[src/rtl/rts_params.svh]
// Constants for the reading trigger sequencer: offsets, fields, reset values
// What this block does
// - Single-shot arm, sync trigger and sync sample: after the arm command a host request gives the first reading, then one per sync event until the count is done.
// - Single-shot arm, sync trigger and a non-sync sample: after the arm command and a host request, one reading per sample event until the count is done.
// - When a single-shot armed sequence completes its count, the arm source becomes hold.
// - Sync arm, auto trigger and sync sample: a host request arms and samples at once, then one reading per further sync event.
// - Sync arm, auto trigger and non-sync sample: after a host request, one reading per sample event until the count is done.
// - Sync arm and external trigger: wait for a host request, then a falling edge on the trigger input, then one reading per sample event.
// - Sync arm and level trigger: wait for a host request, then the level event, then one reading per sample event.
// - Sync arm and line trigger: wait for a host request, then a line zero crossing, then one reading per sample event.
// - Sync for all three stages: one host request satisfies them all and gives the first reading, then one per further sync event.
// - Sync arm and sync trigger with non-sync sample: a host request satisfies both, then one reading per sample event.
// - A sync event counts only while the output buffer is empty and reading memory is off or empty.
// - The level event fires when the input reaches the set level while moving in the set slope direction.
// - The level event may serve as trigger or sample source only for DC voltage or direct-sampled functions.
// - While the arm source is hold, no readings are taken until software picks another arm source.
`ifndef RTS_PARAMS_SVH
`define RTS_PARAMS_SVH
`define RTS_ADR_ARM 8'h00
`define RTS_ADR_TRIG 8'h04
`define RTS_ADR_SAMP 8'h08
`define RTS_ADR_CNT 8'h0c
`define RTS_ADR_TAKEN 8'h10
`define RTS_ADR_STAT 8'h14
`define RTS_ADR_LVL 8'h18
`define RTS_ADR_FUNC 8'h1c
`define RTS_RST_ARM 3'h7
`define RTS_RST_TRIG 3'h0
`define RTS_RST_SAMP 3'h0
`define RTS_RST_CNT 16'h0001
`define RTS_RST_LVL 16'h0000
`define RTS_LVL_SLOPE_BIT 16
`define RTS_STAT_ILLEGAL_BIT 2
`define RTS_STAT_HOLD_BIT 3
`endif

[src/rtl/rts_pkg.sv]
// Types shared by the reading trigger sequencer
package rts_pkg;
    typedef enum logic [2:0] {
        SRC_AUTO, SRC_EXT, SRC_TIMER, SRC_LINE,
        SRC_LEVEL, SRC_SYNC, SRC_SINGLE, SRC_HOLD
    } rts_src_t;
    typedef enum logic [1:0] {
        ST_HOLD, ST_ARM, ST_TRIG, ST_SAMP
    } rts_state_t;
    typedef struct packed {
        logic ext_trig;
        logic line_zero;
        logic timer_tick;
        logic host_req;
        logic out_buf_empty;
        logic mem_on;
        logic mem_empty;
        logic signed [15:0] sample;
    } rts_evt_t;
endpackage

[src/rtl/rts_top.sv]
// Reading trigger sequencer with a classic Wishbone register slave
`timescale 1ns/1ps
`include "rts_params.svh"
module rts_top (
    // Clock and reset
    input wire logic sys_clk_i,
    input wire logic reset_i,
    // Wishbone slave
    input wire logic wb_cyc_i,
    input wire logic wb_stb_i,
    input wire logic wb_we_i,
    input wire logic [7:0] wb_adr_i,
    input wire logic [3:0] wb_sel_i,
    input wire logic [31:0] wb_dat_i,
    output logic [31:0] wb_dat_o,
    output logic wb_ack_o,
    // Event sources and buffer state
    input wire rts_pkg::rts_evt_t evt_i,
    // Sequencer outputs
    output logic reading_o,
    output logic busy_o
);
    // ------------------------------------------------------------
    // Helpers
    // ------------------------------------------------------------
    function automatic logic [31:0] wmerge(input logic [31:0] old,
                                           input logic [31:0] nw,
                                           input logic [3:0] sel);
        logic [31:0] r;
        r = old;
        for (int i = 0; i < 4; i++) begin
            if (sel[i]) begin
                r[i*8 +: 8] = nw[i*8 +: 8];
            end
        end
        return r;
    endfunction

    // Refuses source pairs the sequencer cannot serve
    function automatic logic legal(input rts_pkg::rts_src_t a,
                                   input rts_pkg::rts_src_t t,
                                   input rts_pkg::rts_src_t s,
                                   input logic dc_fn);
        logic ok;
        ok = 1'b1;
        if (a == rts_pkg::SRC_TIMER || a == rts_pkg::SRC_LINE ||
            a == rts_pkg::SRC_LEVEL) begin
            ok = 1'b0;
        end
        if (t == rts_pkg::SRC_TIMER) begin
            ok = 1'b0;
        end
        if (s == rts_pkg::SRC_SINGLE || s == rts_pkg::SRC_HOLD) begin
            ok = 1'b0;
        end
        if (t == rts_pkg::SRC_SINGLE && a != rts_pkg::SRC_AUTO &&
            a != rts_pkg::SRC_HOLD) begin
            ok = 1'b0;
        end
        if ((t == rts_pkg::SRC_EXT || t == rts_pkg::SRC_LEVEL ||
             t == rts_pkg::SRC_LINE) && s == rts_pkg::SRC_SYNC) begin
            ok = 1'b0;
        end
        if ((t == rts_pkg::SRC_LEVEL && s == rts_pkg::SRC_LINE) ||
            (t == rts_pkg::SRC_LINE && s == rts_pkg::SRC_LEVEL)) begin
            ok = 1'b0;
        end
        if ((t == rts_pkg::SRC_LEVEL || s == rts_pkg::SRC_LEVEL) && !dc_fn) begin
            ok = 1'b0;
        end
        return ok;
    endfunction

    // ------------------------------------------------------------
    // Registers
    // ------------------------------------------------------------
    rts_pkg::rts_src_t arm_r;
    rts_pkg::rts_src_t trig_r;
    rts_pkg::rts_src_t samp_r;
    rts_pkg::rts_state_t state_r;
    rts_pkg::rts_state_t state_nxt;
    logic [15:0] count_r;
    logic [15:0] taken_r;
    logic signed [15:0] level_r;
    logic slope_up_r;
    logic dc_fn_r;
    logic restart_r;
    logic single_cmd_r;
    logic single_req_r;
    logic ext_prev_r;
    logic signed [15:0] prev_sample_r;
    logic bus_req;
    logic bus_wr;
    logic [31:0] rd_word;
    logic [31:0] wr_arm;
    logic [31:0] wr_trig;
    logic [31:0] wr_samp;
    logic [31:0] wr_cnt;
    logic [31:0] wr_lvl;
    logic [31:0] wr_fn;
    logic [7:0] ev;
    logic cfg_ok;
    logic take;
    logic last;
    logic finish;
    logic sync_ev;
    logic level_ev;

    assign bus_req = wb_cyc_i && wb_stb_i && !wb_ack_o;
    assign bus_wr = bus_req && wb_we_i;
    assign wr_arm = wmerge({29'h0, arm_r}, wb_dat_i, wb_sel_i);
    assign wr_trig = wmerge({29'h0, trig_r}, wb_dat_i, wb_sel_i);
    assign wr_samp = wmerge({29'h0, samp_r}, wb_dat_i, wb_sel_i);
    assign wr_cnt = wmerge({16'h0, count_r}, wb_dat_i, wb_sel_i);
    assign wr_lvl = wmerge({15'h0, slope_up_r, level_r}, wb_dat_i, wb_sel_i);
    assign wr_fn = wmerge({31'h0, dc_fn_r}, wb_dat_i, wb_sel_i);

    // ------------------------------------------------------------
    // Bus slave
    // ------------------------------------------------------------
    // One-cycle answer; unmapped offsets read zero and still acknowledge
    always_ff @(posedge sys_clk_i) begin
        if (reset_i) begin
            wb_ack_o <= 1'b0;
        end else begin
            wb_ack_o <= bus_req;
        end
    end

    always_comb begin
        rd_word = 32'h0;
        unique case (wb_adr_i)
            `RTS_ADR_ARM: rd_word = {29'h0, arm_r};
            `RTS_ADR_TRIG: rd_word = {29'h0, trig_r};
            `RTS_ADR_SAMP: rd_word = {29'h0, samp_r};
            `RTS_ADR_CNT: rd_word = {16'h0, count_r};
            `RTS_ADR_TAKEN: rd_word = {16'h0, taken_r};
            `RTS_ADR_STAT: rd_word = {28'h0, arm_r == rts_pkg::SRC_HOLD,
                                      !cfg_ok, state_r};
            `RTS_ADR_LVL: rd_word = {15'h0, slope_up_r, level_r};
            `RTS_ADR_FUNC: rd_word = {31'h0, dc_fn_r};
            default: rd_word = 32'h0;
        endcase
    end

    always_ff @(posedge sys_clk_i) begin
        if (reset_i) begin
            wb_dat_o <= 32'h0;
        end else if (bus_req && !wb_we_i) begin
            wb_dat_o <= rd_word;
        end
    end

    // Arm source; completion of a single-shot run drops it to hold
    always_ff @(posedge sys_clk_i) begin
        if (reset_i) begin
            arm_r <= rts_pkg::rts_src_t'(`RTS_RST_ARM);
        end else if (bus_wr && wb_adr_i == `RTS_ADR_ARM) begin
            arm_r <= rts_pkg::rts_src_t'(wr_arm[2:0]);
        end else if (finish && arm_r == rts_pkg::SRC_SINGLE) begin
            arm_r <= rts_pkg::SRC_HOLD;
        end
    end

    always_ff @(posedge sys_clk_i) begin
        if (reset_i) begin
            trig_r <= rts_pkg::rts_src_t'(`RTS_RST_TRIG);
            samp_r <= rts_pkg::rts_src_t'(`RTS_RST_SAMP);
            count_r <= `RTS_RST_CNT;
            level_r <= `RTS_RST_LVL;
            slope_up_r <= 1'b1;
            dc_fn_r <= 1'b1;
        end else if (bus_wr) begin
            if (wb_adr_i == `RTS_ADR_TRIG) begin
                trig_r <= rts_pkg::rts_src_t'(wr_trig[2:0]);
            end
            if (wb_adr_i == `RTS_ADR_SAMP) begin
                samp_r <= rts_pkg::rts_src_t'(wr_samp[2:0]);
            end
            if (wb_adr_i == `RTS_ADR_CNT) begin
                count_r <= wr_cnt[15:0];
            end
            if (wb_adr_i == `RTS_ADR_LVL) begin
                level_r <= wr_lvl[15:0];
                slope_up_r <= wr_lvl[`RTS_LVL_SLOPE_BIT];
            end
            if (wb_adr_i == `RTS_ADR_FUNC) begin
                dc_fn_r <= wr_fn[0];
            end
        end
    end

    // A write to arm, trigger, sample or count restarts the sequence; single-shot command pulses
    always_ff @(posedge sys_clk_i) begin
        if (reset_i) begin
            restart_r <= 1'b0;
            single_req_r <= 1'b0;
            single_cmd_r <= 1'b0;
        end else begin
            restart_r <= bus_wr && (wb_adr_i == `RTS_ADR_ARM ||
                         wb_adr_i == `RTS_ADR_TRIG || wb_adr_i == `RTS_ADR_SAMP ||
                         wb_adr_i == `RTS_ADR_CNT);
            single_req_r <= bus_wr && wr_arm[2:0] == 3'h6 &&
                            (wb_adr_i == `RTS_ADR_ARM || wb_adr_i == `RTS_ADR_TRIG);
            // One cycle late, so the command lands after the restart it rides with
            single_cmd_r <= single_req_r;
        end
    end

    // ------------------------------------------------------------
    // Event detection
    // ------------------------------------------------------------
    always_ff @(posedge sys_clk_i) begin
        if (reset_i) begin
            ext_prev_r <= 1'b1;
            prev_sample_r <= 16'sh0000;
        end else begin
            ext_prev_r <= evt_i.ext_trig;
            prev_sample_r <= evt_i.sample;
        end
    end

    // A data request is ignored while readings are still waiting to go out
    assign sync_ev = evt_i.host_req && evt_i.out_buf_empty &&
                     (!evt_i.mem_on || evt_i.mem_empty);
    assign level_ev = dc_fn_r && (slope_up_r ?
                      (prev_sample_r < level_r && evt_i.sample >= level_r) :
                      (prev_sample_r > level_r && evt_i.sample <= level_r));

    always_comb begin
        ev = 8'h0;
        ev[rts_pkg::SRC_AUTO] = 1'b1;
        ev[rts_pkg::SRC_EXT] = ext_prev_r && !evt_i.ext_trig;
        ev[rts_pkg::SRC_TIMER] = evt_i.timer_tick;
        ev[rts_pkg::SRC_LINE] = evt_i.line_zero;
        ev[rts_pkg::SRC_LEVEL] = level_ev;
        ev[rts_pkg::SRC_SYNC] = sync_ev;
        ev[rts_pkg::SRC_SINGLE] = single_cmd_r;
        ev[rts_pkg::SRC_HOLD] = 1'b0;
    end

    assign cfg_ok = legal(arm_r, trig_r, samp_r, dc_fn_r);

    // ------------------------------------------------------------
    // Sequencer
    // ------------------------------------------------------------
    // Stages cascade within one cycle, so one host request can satisfy
    // arm, trigger and sample together
    always_comb begin
        state_nxt = state_r;
        take = 1'b0;
        unique case (state_r)
            rts_pkg::ST_HOLD: begin
                state_nxt = rts_pkg::ST_HOLD;
            end
            rts_pkg::ST_ARM: begin
                if (cfg_ok && ev[arm_r]) begin
                    if (ev[trig_r]) begin
                        take = ev[samp_r];
                        state_nxt = rts_pkg::ST_SAMP;
                    end else begin
                        state_nxt = rts_pkg::ST_TRIG;
                    end
                end
            end
            rts_pkg::ST_TRIG: begin
                if (cfg_ok && ev[trig_r]) begin
                    take = ev[samp_r];
                    state_nxt = rts_pkg::ST_SAMP;
                end
            end
            rts_pkg::ST_SAMP: begin
                take = cfg_ok && ev[samp_r];
            end
        endcase
        // Setup writes win over completion; busy_o then tracks the real state
        if (restart_r) begin
            state_nxt = (arm_r == rts_pkg::SRC_HOLD) ? rts_pkg::ST_HOLD : rts_pkg::ST_ARM;
        end else if (take && last) begin
            state_nxt = (arm_r == rts_pkg::SRC_SINGLE) ? rts_pkg::ST_HOLD
                                                        : rts_pkg::ST_ARM;
        end
    end

    assign last = (taken_r + 16'h0001) >= count_r;
    assign finish = take && last && !restart_r;

    always_ff @(posedge sys_clk_i) begin
        if (reset_i) begin
            state_r <= rts_pkg::ST_HOLD;
        end else begin
            state_r <= state_nxt;
        end
    end

    always_ff @(posedge sys_clk_i) begin
        if (reset_i) begin
            taken_r <= 16'h0;
        end else if (restart_r || finish) begin
            taken_r <= 16'h0;
        end else if (take) begin
            taken_r <= taken_r + 16'h0001;
        end
    end

    always_ff @(posedge sys_clk_i) begin
        if (reset_i) begin
            reading_o <= 1'b0;
            busy_o <= 1'b0;
        end else begin
            reading_o <= take && !restart_r;
            busy_o <= state_nxt != rts_pkg::ST_HOLD;
        end
    end
endmodule

[config.mk]
export PLATFORM = sky130hd
export DESIGN_NAME = rts_top
export DESIGN_NICKNAME = d
export VERILOG_FILES = /design/src/rtl/rts_pkg.sv /design/src/rtl/rts_top.sv
export VERILOG_INCLUDE_DIRS = /design/src /design/src/rtl
export SDC_FILE = /design/constraint.sdc
export NUM_CORES = 1
export LEC_CHECK = 0
export BUFFER_PORTS_ARGS = -buffer_cell sky130_fd_sc_hd__buf_4
export CAP_MARGIN = 20
export CORE_ASPECT_RATIO = 1.1
export CORE_MARGIN = 5
export CORE_UTILIZATION = 63
export CTS_BUF_LIST = sky130_fd_sc_hd__clkbuf_8
export CTS_CLUSTER_SIZE = 28
export DETAILED_ROUTE_END_ITERATION = 8
export GPL_ROUTABILITY_DRIVEN = 0
export GPL_TIMING_DRIVEN = 0
export PLACE_DENSITY = 0.88
export SLEW_MARGIN = 20
export SYNTH_ARGS = -nofsm -noshare
export SYNTH_HDL_FRONTEND = slang
export SYNTH_SLANG_ARGS = --single-unit
[constraint.sdc]
create_clock -name sys_clk_i -period 6.1 [get_ports sys_clk_i]
set_input_delay 0.61 -clock sys_clk_i [delete_from_list [all_inputs] [get_ports sys_clk_i]]
set_output_delay 0.61 -clock sys_clk_i [all_outputs]
set_load 0.005 [all_outputs]
==> results.tsv <==
metric	value	unit
status	completed	
path_buf_inv	2	
rsz0062_at_grt	false	
tightest_slew	0.821	ns
path_clk_slew	0.10	ns
crit_top_cell	nand3_1	
slowest_stage	or2_2	
synthFlopType	dfxtp_1	
grt_pass1_wl	26600	um
cp_data_arrival_time	4.30	ns
switching_share	0.253	
track_usage	0.288	
netlist_instances	722	
syn_to_final_growth	16.1	%
synth-seq-cells	101	
avgViaCountPerCell	6.12	
drt_first_pass_iters	9	
fillers	704	
hpwlAfterDp	12900	um
clock_path_buffers	2	
p_leak	2.85	nW
synth_edf_count	0	
die_h	113	um
min_from	evt_i[22]	
fin_crit	3.97	ns
setup_ws	2.13	ns
drive_gt1_frac	0.153	
port_buffers	74	
wl	16200	um
htreeDepth	3	
dp.cells	927	
cts-root-buf	clkbuf_8	
dr_wl_met3	1410	um
cts_hold_buf	0	
cts_made_buffers	9	
first_global_vias	5642	
dp_worst_setup_slack	2.20	ns
hold_viol	0	
critPathMaxFanout	10	
crit_family	simple AND/OR/NAND/NOR gates	
ir_drop	118	uV
timing.rr.end	taken_r[10]	
synthArstFlopShare	0	
cp_num_cells	17	
regArea	2020	sq um
p_int	957	uW
clock_power_share	0.363	
cap_violations	0	
antenna_cells	0	
design_area	7000	sq um
skew	0.0108	ns
clk_latency	0.38	ns
yosysWarnings	0	
vias	5772	
critPathCaptureType	flop	
core_area	9350	sq um
seqPwrFrac	0.527	
instances_no_fill	943	
max_freq	252	MHz
syn_area	6030	sq um
ant_nets	0	
holdPathStages	2	
grt_overflow	0	
worstSetupPathType	flop to flop	
pwr-share-comb	0.110	
crit_path_start_kind	flop	
finalSetupTns	0	ns
drv_slew	0	
grt_max_degree	18	
nets	942	
drc_errors	0	
io_pins	107	
tritoncts	yes	
holdPathEnd	ext_prev_r	
wl_met1	6490	um
whs	0.445	ns
worst_r2r_path_depth	17	
top_layer	met4	
worstPathCellList	clkbuf_1 -> nand3_1 -> nor2_1 -> nand3_1 -> nor2_1 -> nand3_1 -> or2_2 -> xnor2_1 -> ha_1 -> a211oi_1 -> nand3_1 -> a21oi_1 -> o21ai_1 -> nor2_1 -> clkbuf_1 -> and3_1 -> a221o_1	
die-area	11600	sq um
min_period_over_period	0.651	
r2r_slack	2.13	ns
synth_area_per_cell	8.35	sq um
multi_input_area	3620	sq um
drt_iter0_markers	681	
max_stage_delay	0.38	ns
yosysUniqueCellTypes	66	
cts-resized-gates	0	
r2r_start	taken_r[2]	
cts_setup_buffers	0	
antenna_found_initial	0	
slew_headroom	0.450	
seq_area_frac_synth	0.336	
worstPathRequired	6.43	ns
start_util	0.644	
fp-row-count	37	
hold_path_class	primary input to flop	
wl_met2	7780	um
finalSetupViolCount	0	
place_area	6780	sq um
cellPowerDensity	183	nW/um^2
switching_power	324	uW
cts_num_sinks	101	
wl_per_cell	17.2	um
die_x	103	um
==> how the worst max path moves through the flow <==
stage,startpoint,endpoint
after CTS,taken_r[2],taken_r[14]
final,taken_r[2],taken_r[10]
after floorplan,taken_r[2],taken_r[0]
after global placement,taken_r[2],taken_r[14]
after detailed placement,taken_r[2],taken_r[14]
after global routing,taken_r[2],taken_r[11]
==> registers in the layout, indices dropped and copies added, names as in the netlist, 2 cells and up <==
name and cells:
arm_r 3, count_r 16, level_r 16, prev_sample_r 16, samp_r 3, state_r 2, taken_r 16, trig_r 3
wb_dat_o 17
==> cells by family after synthesis <==
kind of cell	count (synthesis)	share of synthesized area
simple gates	267	0.218
compound gates	150	0.181
flops	101	0.336
buf+inv	98	0.0727
fa+ha+maj	49	0.102
mux	42	0.0708
xor+xnor	14	0.0203
other cells	1	0.000622
==> final cells by class <==
type / instances / share of cell area
clock buffer: 11 / 0.0216
multi-input combinational: 537 / 0.517
inverter: 45 / 0.0241
sequential: 101 / 0.289
clock inverter: 5 / 0.00912
tap: 117 / 0.0209
timing repair buffer: 74 / 0.0794
buffer: 53 / 0.0385
==> power groups by stage <==
stage | clock network (mW) | registers [mW] | logic (mW)
final | 0.465 | 0.675 | 0.141
after global routing | 0.499 | 0.677 | 0.156
after CTS | 0.465 | 0.676 | 0.140
after detailed placement | 0 | 0.691 | 0.139
after global placement | 0 | 0.690 | 0.134
after floorplan | 0 | 0.690 | 0.0760
==> through the flow <==
step / util / total power [mW]
2_1_floorplan: - / 0.766
3_3_place_gp: 0.725 / 0.824
3_5_place_dp: 0.725 / 0.830
4_1_cts: 0.748 / 1.28
5_1_grt: 0.748 / 1.33
6_report: 0.748 / 1.28
==> layout by cell type (no fill, tap or decap), types with 14 or more instances in the layout <==
cell type / instances
nand3_1: 18
and3_1: 16
dfxtp_1: 101
a211oi_1: 24
ha_1: 49
conb_1: 15
inv_1: 43
nor2_1: 93
clkbuf_1: 30
nand2_1: 48
nor3_1: 14
mux2i_1: 40
nor2b_1: 25
a21oi_1: 42
buf_4: 90
==> cells in the mapped netlist (6+ instances only) <==
master	n	area [sq um]
mux2i_1	40	400
nor3_1	14	70.1
buf_4	16	120
ha_1	49	613
a222oi_1	12	120
nand2_1	48	180
nand2b_1	9	56.3
or2_2	7	43.8
o22ai_1	6	37.5
a21o_1	6	45.0
inv_1	43	161
nor2_1	93	349
a221o_1	12	120
a21oi_1	42	210
xnor2_1	12	105
dfxtp_1	101	2020
a31oi_1	6	37.5
a211oi_1	24	180
and3_1	16	100
clkbuf_1	30	113
nor2b_1	25	156
nand3_1	18	90.1
nand4_1	12	75.1
==> per-layer routing <==
layer,up-vias,global-route usage
li1,2755,-
met1,2651,0.368
met2,319,0.475
met3,47,0.0373
met4,0,0.138
met5,-,0
(Power assumes the default switching activity.)
